## src/core/lcd_consts.svh

```systemverilog
// constants for the lcd frame timing and sleep control ends
// assumes one 40 MHz clock shared by host end and device end
// How it works
// character height is parameter plus one
// host forces height zero in graphics
// visible line span is bytes minus one
// bytes past visible span go blank
// host bounds span and blank surplus
// scan line lasts total length plus one
// host keeps total length at least span plus four
// frame holds lines parameter plus one
// host makes lines parameter odd when dual
// virtual width built low byte then high
// sleep waits a blank frame, then halts
// sleep blanks columns, drops row drivers
// row disable falls one to two frames later
// sleep keeps parameters and memory outputs
// setup with first byte only wakes device
// bus released while asleep
// setup command restarts timing, display off, wakes
// panel select bit picks single or dual
// setup bytes fill parameters in fixed order
`ifndef LCD_CONSTS_SVH
`define LCD_CONSTS_SVH
`define LCD_CMD_SETUP      8'h01
`define LCD_CMD_SLEEP      8'h02
`define LCD_CMD_DISPLAY_ON_CMD    8'h03
`define LCD_WS_BIT         3
`define LCD_CR_MAX         8'hef
`define LCD_LAST_PARAM     4'h8
`define LCD_DONE_PARAM     4'h9
`define LCD_TCR_MARGIN     9'h004
`define LCD_SURPLUS_BYTES  16'h0008
`define LCD_RST_FY         4'h0
`define LCD_RST_CR         8'h00
`define LCD_RST_TCR        8'h04
`define LCD_RST_LF         8'h00
`define LCD_RST_AP         16'h0001
`define LCD_HREG_CMD       3'h0
`define LCD_HREG_FMT       3'h1
`define LCD_HREG_CR        3'h2
`define LCD_HREG_TCR       3'h3
`define LCD_HREG_LF        3'h4
`define LCD_HREG_APL       3'h5
`define LCD_HREG_APH       3'h6
`define LCD_HREG_STAT      3'h7
`define LCD_FMT_GFX_BIT    4
`define LCD_FMT_DUAL_BIT   5
`endif

```

## src/core/lcd_pkg.sv

```systemverilog
// types shared by the host end and the device end
// assumes lcd_consts.svh for all numbers
package lcd_pkg;
  typedef enum logic [1:0] {
    LD_AWAKE  = 2'b00,
    LD_DRAIN  = 2'b01,
    LD_BLANK  = 2'b10,
    LD_ASLEEP = 2'b11
  } lcd_dstate_e;
  typedef enum logic [2:0] {
    LK_SETUP  = 3'b000,
    LK_WAKE   = 3'b001,
    LK_SLEEP  = 3'b010,
    LK_DISPON = 3'b011,
    LK_READ   = 3'b100
  } lcd_kind_e;
  typedef enum logic [1:0] {
    LH_IDLE = 2'b00,
    LH_SEND = 2'b01,
    LH_RD   = 2'b10,
    LH_RDW  = 2'b11
  } lcd_hstate_e;
endpackage : lcd_pkg

```

## src/core/lcd_if.sv

```systemverilog
// parallel command/parameter bus between host and lcd device
// read data lines carry an active-low output enable, no tristate here
`timescale 1ns/100ps
interface lcd_if;
  logic       wr;
  logic       a0;
  logic [7:0] wdata;
  logic       rd;
  logic [7:0] rdata;
  logic       rdata_oe_n;
  modport dev (input wr, a0, wdata, rd, output rdata, rdata_oe_n);
  modport host (output wr, a0, wdata, rd, input rdata, rdata_oe_n);
endinterface : lcd_if

```

## src/core/lcd_dev.sv

```systemverilog
// lcd device end: setup parameters, scan timing, sleep entry and exit
// assumes host keeps its own programming limits; pixel bytes from pix_byte_i
`timescale 1ns/100ps
`include "lcd_consts.svh"
module lcd_dev (
  input  wire logic        clk_i,
  input  wire logic        reset_n_i,
  lcd_if.dev               bus,
  input  wire logic [7:0]  pix_byte_i,
  output logic      [7:0]  col_byte_o,
  output logic             line_start_o,
  output logic             frame_start_o,
  output logic             row_driver_disable_n_o,
  output logic             osc_run_o,
  output logic      [15:0] mem_addr_o,
  output logic             dual_panel_o,
  output logic             display_on_cmd_o,
  output logic      [3:0]  char_height_param_o,
  output logic      [7:0]  visible_span_o,
  output logic      [7:0]  total_line_length_o,
  output logic      [7:0]  frame_lines_o,
  output logic      [15:0] virtual_width_span_o
);
  import lcd_pkg::*;

  lcd_dstate_e state;
  logic [3:0]  pidx;
  logic [3:0]  char_row;
  logic [15:0] line_base;
  logic [7:0]  col;
  logic        line_end;
  logic        frame_end;
  logic        cmd_wr;
  logic        dat_wr;
  logic        setup_cmd;
  logic        sleep_cmd;
  logic        dispon_cmd;
  logic        visible;
  logic        blank;

  // while asleep only the setup command is heard
  assign cmd_wr     = bus.wr && bus.a0;
  assign dat_wr     = bus.wr && !bus.a0;
  assign setup_cmd  = cmd_wr && (bus.wdata == `LCD_CMD_SETUP);
  assign sleep_cmd  = cmd_wr && (bus.wdata == `LCD_CMD_SLEEP) && (state == LD_AWAKE);
  assign dispon_cmd = cmd_wr && (bus.wdata == `LCD_CMD_DISPLAY_ON_CMD) && (state == LD_AWAKE);
  assign visible    = (col <= visible_span_o);
  assign blank      = !display_on_cmd_o || (state != LD_AWAKE);

  lcd_scan_timer u_timer (
    .clk_i       (clk_i),
    .reset_n_i   (reset_n_i),
    .run_i       (state != LD_ASLEEP),
    .restart_i   (setup_cmd),
    .tcr_i       (total_line_length_o),
    .lf_i        (frame_lines_o),
    .col_o       (col),
    .line_o      (),
    .line_end_o  (line_end),
    .frame_end_o (frame_end)
  );

  // sleep sequence; setup wins over any step of it
  always_ff @(posedge clk_i or negedge reset_n_i) begin
    if (!reset_n_i) begin
      state <= LD_AWAKE;
    end else if (setup_cmd) begin
      state <= LD_AWAKE;
    end else begin
      case (state)
        LD_AWAKE: begin
          if (sleep_cmd) begin
            state <= LD_DRAIN;
          end
        end
        LD_DRAIN: begin
          if (frame_end) begin
            state <= LD_BLANK;
          end
        end
        LD_BLANK: begin
          if (frame_end) begin
            state <= LD_ASLEEP;
          end
        end
        default: begin
          state <= LD_ASLEEP;
        end
      endcase
    end
  end

  always_ff @(posedge clk_i or negedge reset_n_i) begin
    if (!reset_n_i) begin
      row_driver_disable_n_o <= 1'b1;
      osc_run_o              <= 1'b1;
    end else if (setup_cmd) begin
      row_driver_disable_n_o <= 1'b1;
      osc_run_o              <= 1'b1;
    end else if ((state == LD_BLANK) && frame_end) begin
      row_driver_disable_n_o <= 1'b0;
      osc_run_o              <= 1'b0;
    end
  end

  always_ff @(posedge clk_i or negedge reset_n_i) begin
    if (!reset_n_i) begin
      display_on_cmd_o <= 1'b0;
    end else if (setup_cmd) begin
      display_on_cmd_o <= 1'b0;
    end else if (dispon_cmd) begin
      display_on_cmd_o <= 1'b1;
    end
  end

  // parameter index: 1 after setup, stops past the last parameter
  always_ff @(posedge clk_i or negedge reset_n_i) begin
    if (!reset_n_i) begin
      pidx <= 4'h0;
    end else if (setup_cmd) begin
      pidx <= 4'h1;
    end else if (cmd_wr) begin
      pidx <= 4'h0;
    end else if (dat_wr && (pidx != 4'h0) && (pidx != `LCD_DONE_PARAM)) begin
      pidx <= pidx + 4'h1;
    end
  end

  // parameters are never touched by sleep, only by setup bytes
  always_ff @(posedge clk_i or negedge reset_n_i) begin
    if (!reset_n_i) begin
      dual_panel_o         <= 1'b0;
      char_height_param_o  <= `LCD_RST_FY;
      visible_span_o       <= `LCD_RST_CR;
      total_line_length_o  <= `LCD_RST_TCR;
      frame_lines_o        <= `LCD_RST_LF;
      virtual_width_span_o <= `LCD_RST_AP;
    end else if (dat_wr) begin
      case (pidx)
        4'h1: dual_panel_o <= bus.wdata[`LCD_WS_BIT];
        4'h3: char_height_param_o <= bus.wdata[3:0];
        4'h4: begin
          if (bus.wdata > `LCD_CR_MAX) begin
            visible_span_o <= `LCD_CR_MAX;
          end else begin
            visible_span_o <= bus.wdata;
          end
        end
        4'h5: total_line_length_o <= bus.wdata;
        4'h6: frame_lines_o <= bus.wdata;
        4'h7: virtual_width_span_o[7:0] <= bus.wdata;
        `LCD_LAST_PARAM: virtual_width_span_o[15:8] <= bus.wdata;
        default: begin
        end
      endcase
    end
  end

  // line base steps by the virtual width once per character row
  always_ff @(posedge clk_i or negedge reset_n_i) begin
    if (!reset_n_i) begin
      char_row  <= 4'h0;
      line_base <= 16'h0000;
    end else if (setup_cmd || frame_end) begin
      char_row  <= 4'h0;
      line_base <= 16'h0000;
    end else if (line_end) begin
      if (char_row >= char_height_param_o) begin
        char_row  <= 4'h0;
        line_base <= line_base + virtual_width_span_o;
      end else begin
        char_row <= char_row + 4'h1;
      end
    end
  end

  // memory address only moves while the clock runs, so sleep freezes it
  always_ff @(posedge clk_i or negedge reset_n_i) begin
    if (!reset_n_i) begin
      mem_addr_o <= 16'h0000;
    end else if ((state != LD_ASLEEP) && visible) begin
      mem_addr_o <= line_base + {8'h00, col};
    end
  end

  always_ff @(posedge clk_i or negedge reset_n_i) begin
    if (!reset_n_i) begin
      col_byte_o    <= 8'h00;
      line_start_o  <= 1'b0;
      frame_start_o <= 1'b0;
    end else begin
      col_byte_o    <= (blank || !visible) ? 8'h00 : pix_byte_i;
      line_start_o  <= line_end || setup_cmd;
      frame_start_o <= frame_end || setup_cmd;
    end
  end

  // status answer the cycle after rd; lines stay released while asleep
  always_ff @(posedge clk_i or negedge reset_n_i) begin
    if (!reset_n_i) begin
      bus.rdata      <= 8'h00;
      bus.rdata_oe_n <= 1'b1;
    end else if (bus.rd && (state != LD_ASLEEP)) begin
      bus.rdata      <= {5'h00, dual_panel_o, display_on_cmd_o, state != LD_AWAKE};
      bus.rdata_oe_n <= 1'b0;
    end else begin
      bus.rdata      <= 8'h00;
      bus.rdata_oe_n <= 1'b1;
    end
  end
endmodule : lcd_dev

```

## src/core/lcd_scan_timer.sv

```systemverilog
// byte and line counters of the scan timing generator
// assumes run low freezes every count, restart has priority
`timescale 1ns/100ps
module lcd_scan_timer (
  input  wire logic       clk_i,
  input  wire logic       reset_n_i,
  input  wire logic       run_i,
  input  wire logic       restart_i,
  input  wire logic [7:0] tcr_i,
  input  wire logic [7:0] lf_i,
  output logic      [7:0] col_o,
  output logic      [7:0] line_o,
  output logic            line_end_o,
  output logic            frame_end_o
);
  import lcd_pkg::*;

  assign line_end_o  = run_i && !restart_i && (col_o >= tcr_i);
  assign frame_end_o = line_end_o && (line_o >= lf_i);

  always_ff @(posedge clk_i or negedge reset_n_i) begin
    if (!reset_n_i) begin
      col_o <= 8'h00;
    end else if (restart_i || line_end_o) begin
      col_o <= 8'h00;
    end else if (run_i) begin
      col_o <= col_o + 8'h01;
    end
  end

  always_ff @(posedge clk_i or negedge reset_n_i) begin
    if (!reset_n_i) begin
      line_o <= 8'h00;
    end else if (restart_i || frame_end_o) begin
      line_o <= 8'h00;
    end else if (line_end_o) begin
      line_o <= line_o + 8'h01;
    end
  end
endmodule : lcd_scan_timer

```

## src/flat_wrapper.sv

```systemverilog
// flat-port wrapper written by rule: the top's interface ports become plain ports
module lcd_dev_flat import lcd_pkg::*;
  (clk_i, reset_n_i, pix_byte_i, col_byte_o, line_start_o, frame_start_o, row_driver_disable_n_o, osc_run_o, mem_addr_o, dual_panel_o, display_on_cmd_o, char_height_param_o, visible_span_o, total_line_length_o, frame_lines_o, virtual_width_span_o, bus_wr, bus_a0, bus_wdata, bus_rd, bus_rdata, bus_rdata_oe_n);
  lcd_if bus_i ();
  input  wire logic clk_i;
  input  wire logic reset_n_i;
  input  wire logic [7:0] pix_byte_i;
  output logic      [7:0] col_byte_o;
  output logic line_start_o;
  output logic frame_start_o;
  output logic row_driver_disable_n_o;
  output logic osc_run_o;
  output logic      [15:0] mem_addr_o;
  output logic dual_panel_o;
  output logic display_on_cmd_o;
  output logic      [3:0] char_height_param_o;
  output logic      [7:0] visible_span_o;
  output logic      [7:0] total_line_length_o;
  output logic      [7:0] frame_lines_o;
  output logic      [15:0] virtual_width_span_o;
  input wire logic [$bits(bus_i.wr)-1:0] bus_wr;
  input wire logic [$bits(bus_i.a0)-1:0] bus_a0;
  input wire logic [$bits(bus_i.wdata)-1:0] bus_wdata;
  input wire logic [$bits(bus_i.rd)-1:0] bus_rd;
  output wire logic [$bits(bus_i.rdata)-1:0] bus_rdata;
  output wire logic [$bits(bus_i.rdata_oe_n)-1:0] bus_rdata_oe_n;
  assign bus_i.wr = bus_wr;
  assign bus_i.a0 = bus_a0;
  assign bus_i.wdata = bus_wdata;
  assign bus_i.rd = bus_rd;
  assign bus_rdata = bus_i.rdata;
  assign bus_rdata_oe_n = bus_i.rdata_oe_n;
  lcd_dev u_core (.clk_i(clk_i), .reset_n_i(reset_n_i), .bus(bus_i), .pix_byte_i(pix_byte_i), .col_byte_o(col_byte_o), .line_start_o(line_start_o), .frame_start_o(frame_start_o), .row_driver_disable_n_o(row_driver_disable_n_o), .osc_run_o(osc_run_o), .mem_addr_o(mem_addr_o), .dual_panel_o(dual_panel_o), .display_on_cmd_o(display_on_cmd_o), .char_height_param_o(char_height_param_o), .visible_span_o(visible_span_o), .total_line_length_o(total_line_length_o), .frame_lines_o(frame_lines_o), .virtual_width_span_o(virtual_width_span_o));
endmodule
```

## config.mk

```make
export PLATFORM = sky130hd
export DESIGN_NAME = lcd_dev_flat
export DESIGN_NICKNAME = d
export VERILOG_FILES = /design/src/core/lcd_pkg.sv /design/src/core/lcd_if.sv /design/src/core/lcd_dev.sv /design/src/core/lcd_scan_timer.sv /design/src/flat_wrapper.sv
export VERILOG_INCLUDE_DIRS = /design/src /design/src/core
export SDC_FILE = /design/constraint.sdc
export NUM_CORES = 1
export LEC_CHECK = 0
export BUFFER_PORTS_ARGS = -buffer_cell sky130_fd_sc_hd__buf_2
export CAP_MARGIN = 20
export CORE_MARGIN = 2
export CORE_UTILIZATION = 45
export CTS_BUF_LIST = sky130_fd_sc_hd__clkbuf_4
export CTS_CLUSTER_SIZE = 12
export DETAILED_ROUTE_END_ITERATION = 10
export GPL_TIMING_DRIVEN = 0
export HOLD_SLACK_MARGIN = 0.15
export PLACE_DENSITY = 0.68
export SETUP_SLACK_MARGIN = 0.1
export SLEW_MARGIN = 20
export SYNTH_ARGS = -nofsm -noshare
export SYNTH_HDL_FRONTEND = slang
export SYNTH_HIERARCHICAL = 1
export SYNTH_SLANG_ARGS = --single-unit
export TNS_END_PERCENT = 30
```

## constraint.sdc

```tcl
create_clock -name clk_i -period 5.96 [get_ports clk_i]
set_input_delay 0.298 -clock clk_i [delete_from_list [all_inputs] [get_ports clk_i]]
set_output_delay 0.298 -clock clk_i [all_outputs]
set_load 0.02 [all_outputs]
```

### Word level (Yosys, flattened, before mapping)

Index checks and enable logic that the tools add are counted.

| cells by class | value |
|---|---|
| add/sub/neg operators | 6 |
| order comparisons | 5 |
| eq/ne operators | 17 |
| multiplexer cells | 26 |
| reduce and logical (&&, ||, !) cells | 41 |

Operators by type and width:

| operator | number |
|---|---|
| $mux 16 | 3 |
| $mux 8 | 6 |
| $mux 4 | 6 |
| $add 16x16->16 | 1 |
| $add 16x8->16 | 1 |
| $add 8x1->8 const B | 2 |
| $eq 4x3->1 const B | 4 |
| $eq 8x2->1 const B | 2 |
| $ge 8x8->1 | 2 |
| $reduce_and 2->1 | 8 |
| $logic_and 1x1->1 | 15 |
| $reduce_bool 2->1 | 6 |
| $ne 3x1->1 const B | 3 |
| $add 4x1->4 const B | 2 |
| $eq 8x1->1 const B | 1 |
| $gt 8x8->1 const B | 1 |
| $le 8x8->1 | 1 |
| $mux 2 | 4 |
| $pmux 2 s3 | 1 |
| $mux 1 | 5 |
| $eq 4x1->1 const B | 1 |
| $eq 4x2->1 const B | 1 |
| $eq 4x4->1 const B | 1 |
| $ge 4x4->1 | 1 |
| other kinds (11) | 17 |

| word-level totals | value |
|---|---|
| register bits | 119 |
| output and inout bits | 83 |

### Logic depth before layout (Yosys ltp)

Gate-level depths: netlist of run 1.

| logic depth | value |
|---|---|
| depth after elaboration | 9 |
| depth in mapped cells | 14 |

### Modules after synthesis

Netlist of run 1, hierarchy kept.

By module, submodules not included:

| module | times used | cells an instance | area an instance (um^2) | sequential area each (um^2) |
|---|---|---|---|---|
| lcd_dev | 1 | 532 | 5,669.2 | 2,582.5 |
| lcd_scan_timer | 1 | 153 | 1,396.3 | 400.4 |

### Worst setup path after synthesis of run 1

Ideal clock, no wire load.

| path | value |
|---|---|
| path kind | register to register |
| start point | register u_core.total_line_length_o[2] |
| end point | register u_core.line_base[15] |
| data arrival time | 2,742 ps |
| data required time | 5,881 ps |
| setup slack | 3,138 ps |
| cell stages (with the launch flop) | 12 |
| path buffers | 1 |
| cell sequence | dfstp_2 > inv_1 > ha_1 > o21ai_1 > a211o_1 > o21ba_4 > nor3_1 > clkbuf_1 > inv_1 > or3_1 > mux2i_1 > mux2i_1 |

| on the way | value |
|---|---|
| word-level cells in the longest chain between the ends | 6 |
| elaborated cells on any way between the ends | 8 |
| classes of those cells | order compare (1); mux (1); reduce/logical (6) |

Ends and longest elaborated chain:

| what | RTL line | source |
|---|---|---|
| start: declaration | lcd_dev.sv:20 | `output logic [7:0] total_line_length_o,` |
| start signal: assignment | lcd_dev.sv:135 | `` total_line_length_o <= `LCD_RST_TCR; `` |
| start signal: assignment | lcd_dev.sv:149 | `4'h5: total_line_length_o <= bus.wdata;` |
| $ge 8x8->1 * | lcd_scan_timer.sv:18 | `assign line_end_o = run_i && !restart_i && (col_o >= tcr_i);` |
| $logic_and 1x1->1 * | lcd_scan_timer.sv:18 |  |
| named net u_core.line_end | lcd_dev.sv:31 | `logic line_end;` |
| $logic_and 1x1->1 | lcd_scan_timer.sv:19 | `assign frame_end_o = line_end_o && (line_o >= lf_i);` |
| $logic_or 1x1->1 | lcd_dev.sv:164 | `end else if (setup_cmd \|\| frame_end) begin` |
| $reduce_bool 2->1 (no line) | -- |  |
| $reduce_and 2->1 (no line) | -- |  |
| end signal: assignment | lcd_dev.sv:170 | `line_base <= line_base + virtual_width_span_o;` |
| end: declaration | lcd_dev.sv:29 | `logic [15:0] line_base;` |

The timed path passes the listed nets; every way through them passes the cells marked *.
A chain may end at the register's enable or synchronous reset.

### Worst setup path after layout of run 1

| path | value |
|---|---|
| start point | input bus_wdata[4] |
| end point | register u_core.line_base[1] |

| on the way | value |
|---|---|
| word-level cells in the longest chain between the ends | 9 |
| elaborated cells on any way between the ends | 11 |
| classes of those cells | eq/ne (1); mux (1); reduce/logical (9) |

Ends and longest elaborated chain:

| what | RTL line | source |
|---|---|---|
| start: declaration | flat_wrapper.sv:23 | `input wire logic [$bits(bus_i.wdata)-1:0] bus_wdata;` |
| $eq 8x1->1 (no line) * | -- |  |
| $logic_and 1x1->1 * | lcd_dev.sv:44 | `` assign setup_cmd = cmd_wr && (bus.wdata == `LCD_CMD_SETUP); `` |
| named net u_core.setup_cmd | lcd_dev.sv:35 | `logic setup_cmd;` |
| $logic_not 1->1 * | lcd_scan_timer.sv:18 |  |
| $logic_and 1x1->1 * (2 in a row) | lcd_scan_timer.sv:18 |  |
| named net u_core.line_end | lcd_dev.sv:31 |  |
| $logic_and 1x1->1 | lcd_scan_timer.sv:19 |  |
| $logic_or 1x1->1 | lcd_dev.sv:164 |  |
| $reduce_bool 2->1 (no line) | -- |  |
| $reduce_and 2->1 (no line) | -- |  |

Marks and branches as above.

==> results of run 1 <==
## flip-flops by register name (all words and copies together) (netlist names)
register	count
u_core/line_base	16
u_core/bus.rdata_oe_n	1
u_core/frame_lines_o	8
u_core/mem_addr_o	16
u_core/frame_start_o	1
u_core/u_timer/col_o	8
u_core/pidx	4
u_core/line_start_o	1
u_core/display_on_cmd_o	1
u_core/osc_run_o	1
u_core/col_byte_o	8
u_core/visible_span_o	8
u_core/state	2
u_core/char_height_param_o	4
u_core/dual_panel_o	1
u_core/u_timer/line_o	8
u_core/total_line_length_o	8
u_core/char_row	4
u_core/virtual_width_span_o	16
u_core/bus.rdata	3
## power by group through the flow
stage	Combinational [mW]	Clock, mW	Sequential [mW]
after CTS	1.20	0.460	1.12
after global routing	1.33	0.495	1.14
after floorplan	0.726	0	1.24
final	1.20	0.442	1.12
after detailed placement	1.19	0	1.14
after global placement	1.17	0	1.13
## worst max path at each step
stage | cells past startpoint | endpoint | from
3_5_place_dp | 11 | u_core/line_base[8] | u_core/u_timer/col_o[2]
6_report | 13 | u_core/line_base[1] | bus_wdata[4]
3_3_place_gp | 12 | u_core/line_base[1] | bus_wdata[3]
4_1_cts | 11 | u_core/line_base[8] | u_core/u_timer/col_o[2]
5_1_grt | 13 | u_core/line_base[1] | bus_wdata[4]
2_1_floorplan | 11 | u_core/line_base[15] | u_core/total_line_length_o[2]
## layout by cell type, fill, tap and decap left out, types with 20 or more instances in the layout
cell      count
a21oi_1      46
buf_2       102
clkbuf_4     20
dfrtp_1     115
ha_1         58
inv_1        47
mux2_2       56
nand2_1      58
nand3_1      26
nor2_1       29
o21ai_0      30
## kinds of logic (layout without fill, tap and decap cells)
family	after synthesis	in the layout	share of synthesized area (%)
AOI/OAI and AO/OA	139	139	13.76
xor gates and xnor gates	28	28	3.471
adders and majority gates	60	60	10.84
buffers and inverters	75	214	4.693
DFF	119	119	42.22
muxes	64	64	10.06
other	1	6	0.05307
and+or+nand+nor	199	199	14.91
## per-stage QoR
stage	std cells	worst slack [ps]	utilization, %
2_1_floorplan	689	3138	-
3_3_place_gp	996	2546	51.28
3_5_place_dp	997	2560	51.50
4_1_cts	1039	2553	53.60
5_1_grt	1040	2217	53.61
6_report	1040	2525	53.61
## Yosys cell counts, drive strengths merged, types with 3 or more instances
| library cell | instances | area, µm² |
|---|---|---|
| a2111o | 4 | 45.04 |
| a211oi | 5 | 37.54 |
| a21o | 9 | 67.56 |
| a21oi | 49 | 264.0 |
| a31oi | 3 | 18.77 |
| and2 | 11 | 71.32 |
| and3 | 7 | 43.79 |
| and4 | 4 | 37.54 |
| buf | 16 | 110.1 |
| clkbuf | 10 | 37.54 |
| dfrtp | 115 | 2878 |
| dfstp | 4 | 105.1 |
| ha | 58 | 725.7 |
| inv | 48 | 180.2 |
| mux2 | 56 | 630.6 |
| mux2i | 8 | 80.08 |
| nand2 | 58 | 217.7 |
| nand2b | 7 | 58.81 |
| nand3 | 26 | 130.1 |
| nand4 | 15 | 93.84 |
| nand4b | 5 | 43.79 |
| nor2 | 31 | 131.4 |
| nor3 | 16 | 85.08 |
| nor3b | 5 | 42.54 |
| o2111ai | 4 | 35.03 |
| o211ai | 3 | 22.52 |
| o21a | 5 | 37.54 |
| o21ai | 34 | 170.2 |
| o21bai | 3 | 33.78 |
| o311ai | 4 | 65.06 |
| or3 | 6 | 37.54 |
| xnor2 | 13 | 113.9 |
| xor2 | 15 | 131.4 |
## cell type report
class / instances / area share (%)
timing repair buffer: 110 / 7.877
sequential: 119 / 36.46
buffer: 26 / 1.805
inverter: 49 / 2.248
tap: 211 / 3.227
clock buffer: 20 / 1.835
clock inverter: 9 / 0.4742
multi-input combinational: 495 / 46.04
antenna: 1 / 0.03059
## worst min-delay path: cells and delay by family
family                 cells  cell delay (ps)
AO/OA/AOI/OAI              1               70
buffers and inverters      1              190
AND/OR/NAND/NOR            1              120
## layer usage
| metal | routed length, µm | GRT usage, % |
|---|---|---|
| met1 | 7908 | 28.62 |
| met2 | 7664 | 32.60 |
| met4 | 478 | 8.887 |
| met5 | 0 | 0 |
| met3 | 963 | 4.624 |
## timing repair
| item | CTS | global route |
|---|---|---|
| hold buffers | 13 | 0 |
| setup endpoints to repair | 0 | 0 |
| endpoints found under the hold margin | 78 | 0 |
==> reports/qor.yml, run 1 <==
status: "completed"
slew_headroom_pct: 47.83
clock-sinks: 119
clkSlewWorstSetupHoldPaths_ps: 100
power_mw: 2.759
via_count: 5564
antenna_found_initial: 1
holdWs_ps: 198.4
cp_top_family: "buffers and inverters"
ys_seq_elements: 119
crit_buf_inv: 7
wl_per_cell_um: 16.36
fill_cells: 1439
critPathKind: "primary input to flop"
die_h_um: 129.3
row_count: 45
grt_pass1_wl_mm: 27.04
area_growth_syn_to_layout_pct: 15.78
cp_max_fo: 10
path_cells: "dlygate4sd3_1, buf_2, nor4_2, nand3_1, nor2_1, buf_2, clkbuf_1, nor3_1, clkbuf_1, inv_1, nor2_1, clkbuf_1, a211oi_1"
drtIter0Drc: 338
period_minus_slack_ps: 3435
route.detailed.drc: 0
firstDrtPassIters: 4
clock_path_buffers: 2
synth-async-reset-ratio_pct: 100.0
start_util_pct: 46.31
rsz0062_at_grt: "false"
drive_gt1_share_pct: 26.45
root_buffer: "clkbuf_4"
worstRegToRegCells: 11
max_freq_mhz: 291.1
seq_area_um2: 2983
finalSetupViolations: 0
drv_slew: 0
place_area_um2: 7859
hold_end: "u_core/visible_span_o[3]"
cts_max_level: 4
hp-class: "primary input to flop"
viasPerCell: 5.350
synth_cell_type_count: 67
holdPathStages: 3
yosysWarnings: 6
cts_buffers: 17
hold_violations: 0
dp_hpwl_mm: 12.49
ys.flop_type: "dfrtp_1"
slowest_stage: "dlygate4sd3_1"
clkPwrFrac_pct: 16.0
crit_top_cell: "clkbuf_1"
worstHoldStart: "bus_wdata[3]"
die_width_um: 129.3
cp.required_ps: 6390
power.switching_mw: 1.142
placeableCoreArea_um2: 15260
power.density_nw_per_um2: 337.3
postSynthAreaPerCell_um2: 10.31
ant_nets: 0
cts_resized: 0
period_share_pct: 57.63
cp.arrival_ps: 3870
postCtsSetupBuffers: 0
syn-cell-area_um2: 7066
grt_remaining_overflow: 0
critPathLaunchType: "primary input"
critPathMaxStageDelay_ps: 520
synth_edf_count: 0
grt_use_total_pct: 21.05
crit-reg2reg-capture: "u_core/line_base[8]"
worstMarginPinSlew_ps: 778.3
r2r_start: "u_core/u_timer/col_o[2]"
die-area_um2: 16720
netlist_instances: 685
p_int_mw: 1.617
stdcell_area_um2: 8180
place.gp.congestion: 0.9352
r2r_slack_ps: 2540
leakagePower_nw: 4.147
maxCapViolCount: 0
portBuffers: 96
combPwrFrac_pct: 43.5
multi_input_area_um2: 3766
cp-end-kind: "flop"
clock_insertion_delay_worst_skew_ps: 530
ys_seq_area_share_pct: 42.22
ir_drop_mv: 0.2149
skew_ps: 12.84
grt_max_degree: 66
netSwitchingFraction_pct: 41.40
tns_ps: 0
layout.nets: 899
grt_pass1_vias: 5256
cts_tree: "built"
pwr-share-seq_pct: 40.5
io_pins: 104
wl_mm: 17.01
No activity file was read; power rests on OpenSTA's default activity.
==> run 2, diff against run 1 <==
==> constraint.sdc (replaced) <==
create_clock -name clk_i -period 3.2 [get_ports clk_i]
set_input_delay 0.16 -clock clk_i [delete_from_list [all_inputs] [get_ports clk_i]]
set_output_delay 0.16 -clock clk_i [all_outputs]
set_load 0.02 [all_outputs]
==> run 2 against run 1 <==
Clock power up 87%. Core utilization is 1.1 points higher. Die area is the same. Critical path type is now flop to flop. Largest cell class unchanged.
==> reports/qor.yml, run 2 (synthesized netlist as in run 1, its figures left out) <==
grt_pass1_vias: 5313  # +1.1%
worstMarginPinSlew_ps: 769.5  # -8.790 ps
die_h_um: 129.3  # unchanged
drv_slew: 0  # unchanged
power_mw: 5.172  # +87%
leakagePower_nw: 4.229  # +2.0%
combPwrFrac_pct: 43.7  # +0.2 points
final_cell_mix: "113 x dfrtp_1, 102 x buf_2, 58 x nand2_1, 58 x ha_1, 56 x mux2_2"
postCtsSetupBuffers: 0  # unchanged
skew_ps: 14.55  # +1.717 ps
grt_remaining_overflow: 0  # unchanged
clock-sinks: 119  # unchanged
clkSlewWorstSetupHoldPaths_ps: 100  # about the same
r2r_start: "u_core/u_timer/line_o[0]"
die_width_um: 129.3  # unchanged
placeableCoreArea_um2: 15260  # unchanged
slowest_stage: "or4_1"
pwr-share-seq_pct: 40.3  # -0.2 points
cp-end-kind: "flop"
period_minus_slack_ps: 2991
tns_ps: 0  # unchanged
antenna_found_initial: 1  # unchanged
cts_max_level: 4  # unchanged
drive_gt1_share_pct: 27.05  # +0.60 points
slew_headroom_pct: 48.42  # +0.59 points
via_count: 5636  # +1.3%
ant_nets: 0  # unchanged
path_cells: "inv_1, ha_1, nand2b_4, a2111o_1, a21oi_4, buf_6, nor4_1, buf_2, nor2_4, inv_2, or4_1, mux2i_1, a21o_1"
maxCapViolCount: 0  # unchanged
setup_slack_ps: 209.4  # -2316 ps
wl_mm: 17.35  # +2.0%
hold_violations: 0  # unchanged
root_buffer: "clkbuf_4"
cts_buffers: 17  # unchanged
cp-startpoint: "u_core/u_timer/line_o[0]"
die-area_um2: 16720  # unchanged
r2r_slack_ps: 210  # -2330 ps
io_pins: 104  # unchanged
dp_hpwl_mm: 12.49  # unchanged
cp.required_ps: 3660  # -2730 ps
row_count: 45  # unchanged
firstDrtPassIters: 7  # +3
critPathMaxStageDelay_ps: 450  # -70 ps
netSwitchingFraction_pct: 41.45  # +0.053 points
rsz0062_at_grt: "true"
cp.arrival_ps: 3450  # -420 ps
grt_max_degree: 66  # unchanged
area_growth_syn_to_layout_pct: 18.17
clkPwrFrac_pct: 16.0  # about the same
grt_use_total_pct: 21.45  # +0.40 points
layout.nets: 914  # +1.7%
drtIter0Drc: 373  # +10%
max_freq_mhz: 334.4
clock_insertion_delay_worst_skew_ps: 530  # about the same
viasPerCell: 5.342  # -0.15%
period_share_pct: 93.46
cp_max_fo: 10  # unchanged
status: "completed"
critPathLaunchType: "flop"
portBuffers: 96  # unchanged
reg_top3: "u_core/line_base: 16 flops, u_core/mem_addr_o: 16 flops, u_core/virtual_width_span_o: 16 flops"
finalSetupViolations: 0  # unchanged
wl_per_cell_um: 16.44  # +0.51%
cts_tree: "built"
clock_path_buffers: 2  # unchanged
power.density_nw_per_um2: 619.5  # +84%
critPathKind: "flop to flop"
hp-class: "primary input to async pin"
final_util_pct: 54.72  # +1.1 points
grt_pass1_wl_mm: 27.48  # +1.6%
ir_drop_mv: 0.4063  # +89%
start_util_pct: 46.31  # unchanged
place.gp.congestion: 0.9352  # unchanged
route.detailed.drc: 0  # unchanged
holdWs_ps: 189.6  # -8.783 ps
final_common_cell: "dfrtp_1"
dp_slack_ps: -199.5  # -2760 ps
p_int_mw: 3.028  # +87%
power.switching_mw: 2.144  # +88%
[run 2: changes by cell type in the layout (fill, tap and decap cells not counted)]
cell / change
nor2_1: -2
clkbuf_2: +3
dfrtp_1: -2
dlygate4sd3_1: +15
nor2_2: +2
clkbuf_4: +2
clkbuf_1: -5
dfrtp_2: +2
[run 2: power groups by stage]
stage          registers, mW  clock network [mW]  logic [mW]
3_3_place_gp            2.11                   0        2.18
3_5_place_dp            2.12                   0        2.21
2_1_floorplan           2.30                   0        1.35
6_report                2.08               0.826        2.26
4_1_cts                 2.08               0.856        2.25
5_1_grt                 2.13               0.922        2.50
[run 2: critical path: cells and delay by family, from the launching register on]
kind,cells,cell delay [ps]
AOI/OAI and AO/OA,3,790
and+or+nand+nor,4,770
buffers and inverters,4,550
DFF,1,430
adders and majority gates,1,240
muxes,1,160
[run 2: repair_timing]
action / 4_1_cts / 5_1_grt
endpoints found under the setup margin: 12 / 19
hold buffers: 28 / 0
hold endpoints to repair: 180 / 0
gates resized for setup: 3 / 13
cloned: 0 / 0
[run 2: worst paths after layout]
kind | endpoint | cells after the start
min in group clk_i | u_core/col_byte_o[4] | 3
worst min register to register | u_core/mem_addr_o[6] | 1
max in group asynchronous | u_core/total_line_length_o[2] | 3
worst max register to register | u_core/line_base[13] | 13
worst max-delay path | u_core/line_base[13] | 13
worst min-delay path | u_core/virtual_width_span_o[14] | 2
[run 2: cell type report]
class | instances | area, µm²
fillers | 1418 | 6909
multi-input cells | 495 | 3771
flip-flops and latches | 119 | 2985
repair buffers | 125 | 794.5
well taps | 211 | 264.0
inverters | 49 | 183.9
plain buffers | 26 | 158.9
clock buffers | 20 | 150.1
clock inverters | 9 | 38.79
diodes | 1 | 2.502
[run 2: per-stage QoR]
step | cell area [µm²] | std cells
3_3_place_gp | 7825 | 996
2_1_floorplan | 7081 | 689
5_1_grt | 8349 | 1055
4_1_cts | 8332 | 1054
3_5_place_dp | 7859 | 997
6_report | 8349 | 1055
[run 2: layer usage]
| layer | routed length, µm | track usage (%) |
|---|---|---|
| met4 | 365 | 8.951 |
| met1 | 8054 | 29.19 |
| met5 | 0 | 0 |
| met3 | 1007 | 4.624 |
| met2 | 7919 | 33.31 |
==> run 3, diff against run 2 <==
--- a/config.mk
+++ b/config.mk
@@ -8,14 +8,17 @@
 export LEC_CHECK = 0
 export BUFFER_PORTS_ARGS = -buffer_cell sky130_fd_sc_hd__buf_2
 export CAP_MARGIN = 20
+export CELL_PAD_IN_SITES_DETAIL_PLACEMENT = 0
+export CELL_PAD_IN_SITES_GLOBAL_PLACEMENT = 1
+export CORE_ASPECT_RATIO = 1.2
 export CORE_MARGIN = 2
-export CORE_UTILIZATION = 45
+export CORE_UTILIZATION = 36
 export CTS_BUF_LIST = sky130_fd_sc_hd__clkbuf_4
 export CTS_CLUSTER_SIZE = 12
 export DETAILED_ROUTE_END_ITERATION = 10
 export GPL_TIMING_DRIVEN = 0
 export HOLD_SLACK_MARGIN = 0.15
-export PLACE_DENSITY = 0.68
+export PLACE_DENSITY = 0.7
 export SETUP_SLACK_MARGIN = 0.1
 export SLEW_MARGIN = 20
 export SYNTH_ARGS = -nofsm -noshare
==> run 3 against run 2 <==
Largest power group unchanged. Clock-buffer cell count shrank 1. Flip-flop and latch count is the same. Sequential share of layout area shrank 1.5 points. Global-route usage shrank 2.6 points. Core utilization shrank 9.9 points. Non-clock buffer count grew 19. Highest routed layer unchanged. Maximum frequency grew 2.0%.
==> reports/qor.yml, run 3 (synthesized netlist as in run 1, its figures left out) <==
ant_nets: 0  # unchanged
final_util_pct: 44.84  # -9.9 points
cts_tree: "built"
wl_per_cell_um: 16.82  # +2.3%
drive_gt1_share_pct: 27.43  # +0.38 points
max_freq_mhz: 341.0  # +2.0%
final_common_cell: "dfrtp_1"
hold_violations: 0  # unchanged
fill_cells: 1916  # +35%
layout.nets: 933  # +2.1%
cp.arrival_ps: 3440  # about the same
grt_pass1_wl_mm: 30.12  # +9.6%
hp-class: "primary input to flop"
grt_use_total_pct: 18.86  # -2.6 points
status: "completed"
root_buffer: "clkbuf_4"
ir_drop_mv: 0.2621  # -35%
clock-sinks: 119  # unchanged
clock_path_buffers: 2  # unchanged
drv_slew: 0  # unchanged
cp-end-kind: "flop"
r2r_slack_ps: 270  # +60 ps
slew_headroom_pct: 47.50  # -0.92 points
reg_top3: "u_core/line_base: 16 flops, u_core/mem_addr_o: 16 flops, u_core/virtual_width_span_o: 16 flops"
die-area_um2: 20770  # +24%
path_cells: "inv_1, ha_1, o21ai_1, a211o_1, o21ba_4, nor4_2, buf_4, nand2_1, o21ai_0, o21ai_0, dlygate4sd3_1"
antenna_found_initial: 1  # unchanged
die_width_um: 131.9  # +2.0%
cts_max_level: 4  # unchanged
maxCapViolCount: 0  # unchanged
crit_top_cell: "o21ai_0"
row_count: 56  # +24%
fin_cells: 1126  # +6.7%
final_cell_mix: "114 x dfrtp_1, 101 x buf_2, 58 x nand2_1, 58 x ha_1, 56 x mux2_2"
period_minus_slack_ps: 2933  # -57.62 ps
power.density_nw_per_um2: 635.0  # +2.5%
cp.required_ps: 3710  # +50 ps
place_area_um2: 7921  # +0.80%
grt_remaining_overflow: 0  # unchanged
portBuffers: 96  # unchanged
finalSetupViolations: 0  # unchanged
period_share_pct: 91.65  # -1.8 points
leakagePower_nw: 4.386  # +3.7%
crit-reg2reg-capture: "u_core/osc_run_o"
clkSlewWorstSetupHoldPaths_ps: 130  # +30 ps
start_util_pct: 36.40  # -9.9 points
critPathMaxStageDelay_ps: 560  # +110 ps
clock_insertion_delay_worst_skew_ps: 570  # +40 ps
worstMarginPinSlew_ps: 783.2  # +13.71 ps
die_h_um: 157.5  # +22%
skew_ps: 26.20  # +11.65 ps
dp_cells: 1047  # +5.0%
worstRegToRegCells: 11  # -2
slowest_stage: "dfstp_2"
firstDrtPassIters: 4  # -3
rsz0062_at_grt: "false"
stdcell_area_um2: 8702  # +4.2%
via_count: 5692  # +0.99%
viasPerCell: 5.055  # -5.4%
cts_buffers: 17  # unchanged
placeableCoreArea_um2: 19410  # +27%
wl_mm: 18.94  # +9.2%
area_growth_syn_to_layout_pct: 23.16
cp-endpoint: "u_core/osc_run_o"
critPathLaunchType: "flop"
grt_pass1_vias: 5609  # +5.6%
io_pins: 104  # unchanged
drtIter0Drc: 316  # -15%
cp-startpoint: "u_core/total_line_length_o[2]"
r2r_start: "u_core/total_line_length_o[2]"
route.detailed.drc: 0  # unchanged
dp_hpwl_mm: 13.37  # +7.1%
cp_max_fo: 7  # -3
grt_max_degree: 72  # +9.1%
critPathKind: "flop to flop"
place.gp.congestion: 0.7946  # -15%
-- run 3: cell count changes in the layout (fill, tap and decap cells not counted), moves of 2 or more --
cell	delta
dlygate4sd3_1	+15
buf_4	+4
clkinvlp_4	+3
clkinv_1	-2
nor2_2	-2
bufinv_16	+2
clkbuf_4	-2
-- run 3: timing repair --
action,4_1_cts,5_1_grt
setup endpoints to repair,16,19
pin swaps,0,1
hold buffers,44,0
hold endpoints to repair,181,0
buffers inserted,0,3
resized for setup,5,14
-- run 3: area by class of cell --
| cell class | instances | area, µm² | area share (%) |
|---|---|---|---|
| timing repair buffer | 144 | 994.7 | 11.43 |
| clock inverter | 12 | 111.4 | 1.280 |
| clock buffer | 19 | 142.6 | 1.639 |
| sequential | 119 | 2984 | 34.29 |
| multi-input combinational | 495 | 3789 | 43.54 |
| antenna | 1 | 2.502 | 0.02876 |
| tap | 261 | 326.6 | 3.753 |
| buffer | 26 | 163.9 | 1.884 |
| inverter | 49 | 187.7 | 2.157 |
-- run 3: how the worst min path moves through the flow --
stage | from | endpoint | slack, ps | cells past startpoint
finish | bus_wdata[4] | u_core/visible_span_o[2] | 190 | 4
global placement | bus_a0 | u_core/pidx[3] | 370 | 2
global route | bus_wdata[4] | u_core/visible_span_o[3] | 180 | 4
detailed placement | reset_n_i | u_core/mem_addr_o[13] | 140 | 1
CTS | bus_wdata[4] | u_core/visible_span_o[3] | 160 | 4
floorplan | reset_n_i | u_core/bus.rdata[0] | -140 | 0
-- run 3: through the flow --
step / hold slack (ps) / setup WS [ps] / TNS, ps / power [mW]
2_1_floorplan: -135.6 / 378.3 / 0 / 3.656
3_3_place_gp: 366.5 / -405.7 / -4821 / 4.342
3_5_place_dp: 138.1 / -429.5 / -4847 / 4.359
4_1_cts: 161.8 / 52.41 / 0 / 5.525
5_1_grt: 175.8 / 102.9 / 0 / 5.911
6_report: 186.9 / 267.0 / 0 / 5.526
-- run 3: worst max-delay path, delay by kind of cell (launching register included) --
family                   cells  cell delay (ps)
adder cells (fa/ha/maj)      1              280
flip-flops                   1              560
buffers and inverters        3              830
AND/OR/NAND/NOR              2              310
AO/OA/AOI/OAI                5              920
-- run 3: metal layers --
layer	vias up	track usage (%)	wire length [µm]
li1	2783	-	-
met1	2773	24.08	8607
met2	119	32.04	9352
met3	17	3.994	701
met4	0	5.901	279
met5	-	0	0
-- run 3: where the power goes --
part / switching, mW / internal (mW)
logic: 1.39 / 1.01
clock network: 0.585 / 0.460
registers: 0.282 / 1.80
total: 2.26 / 3.26
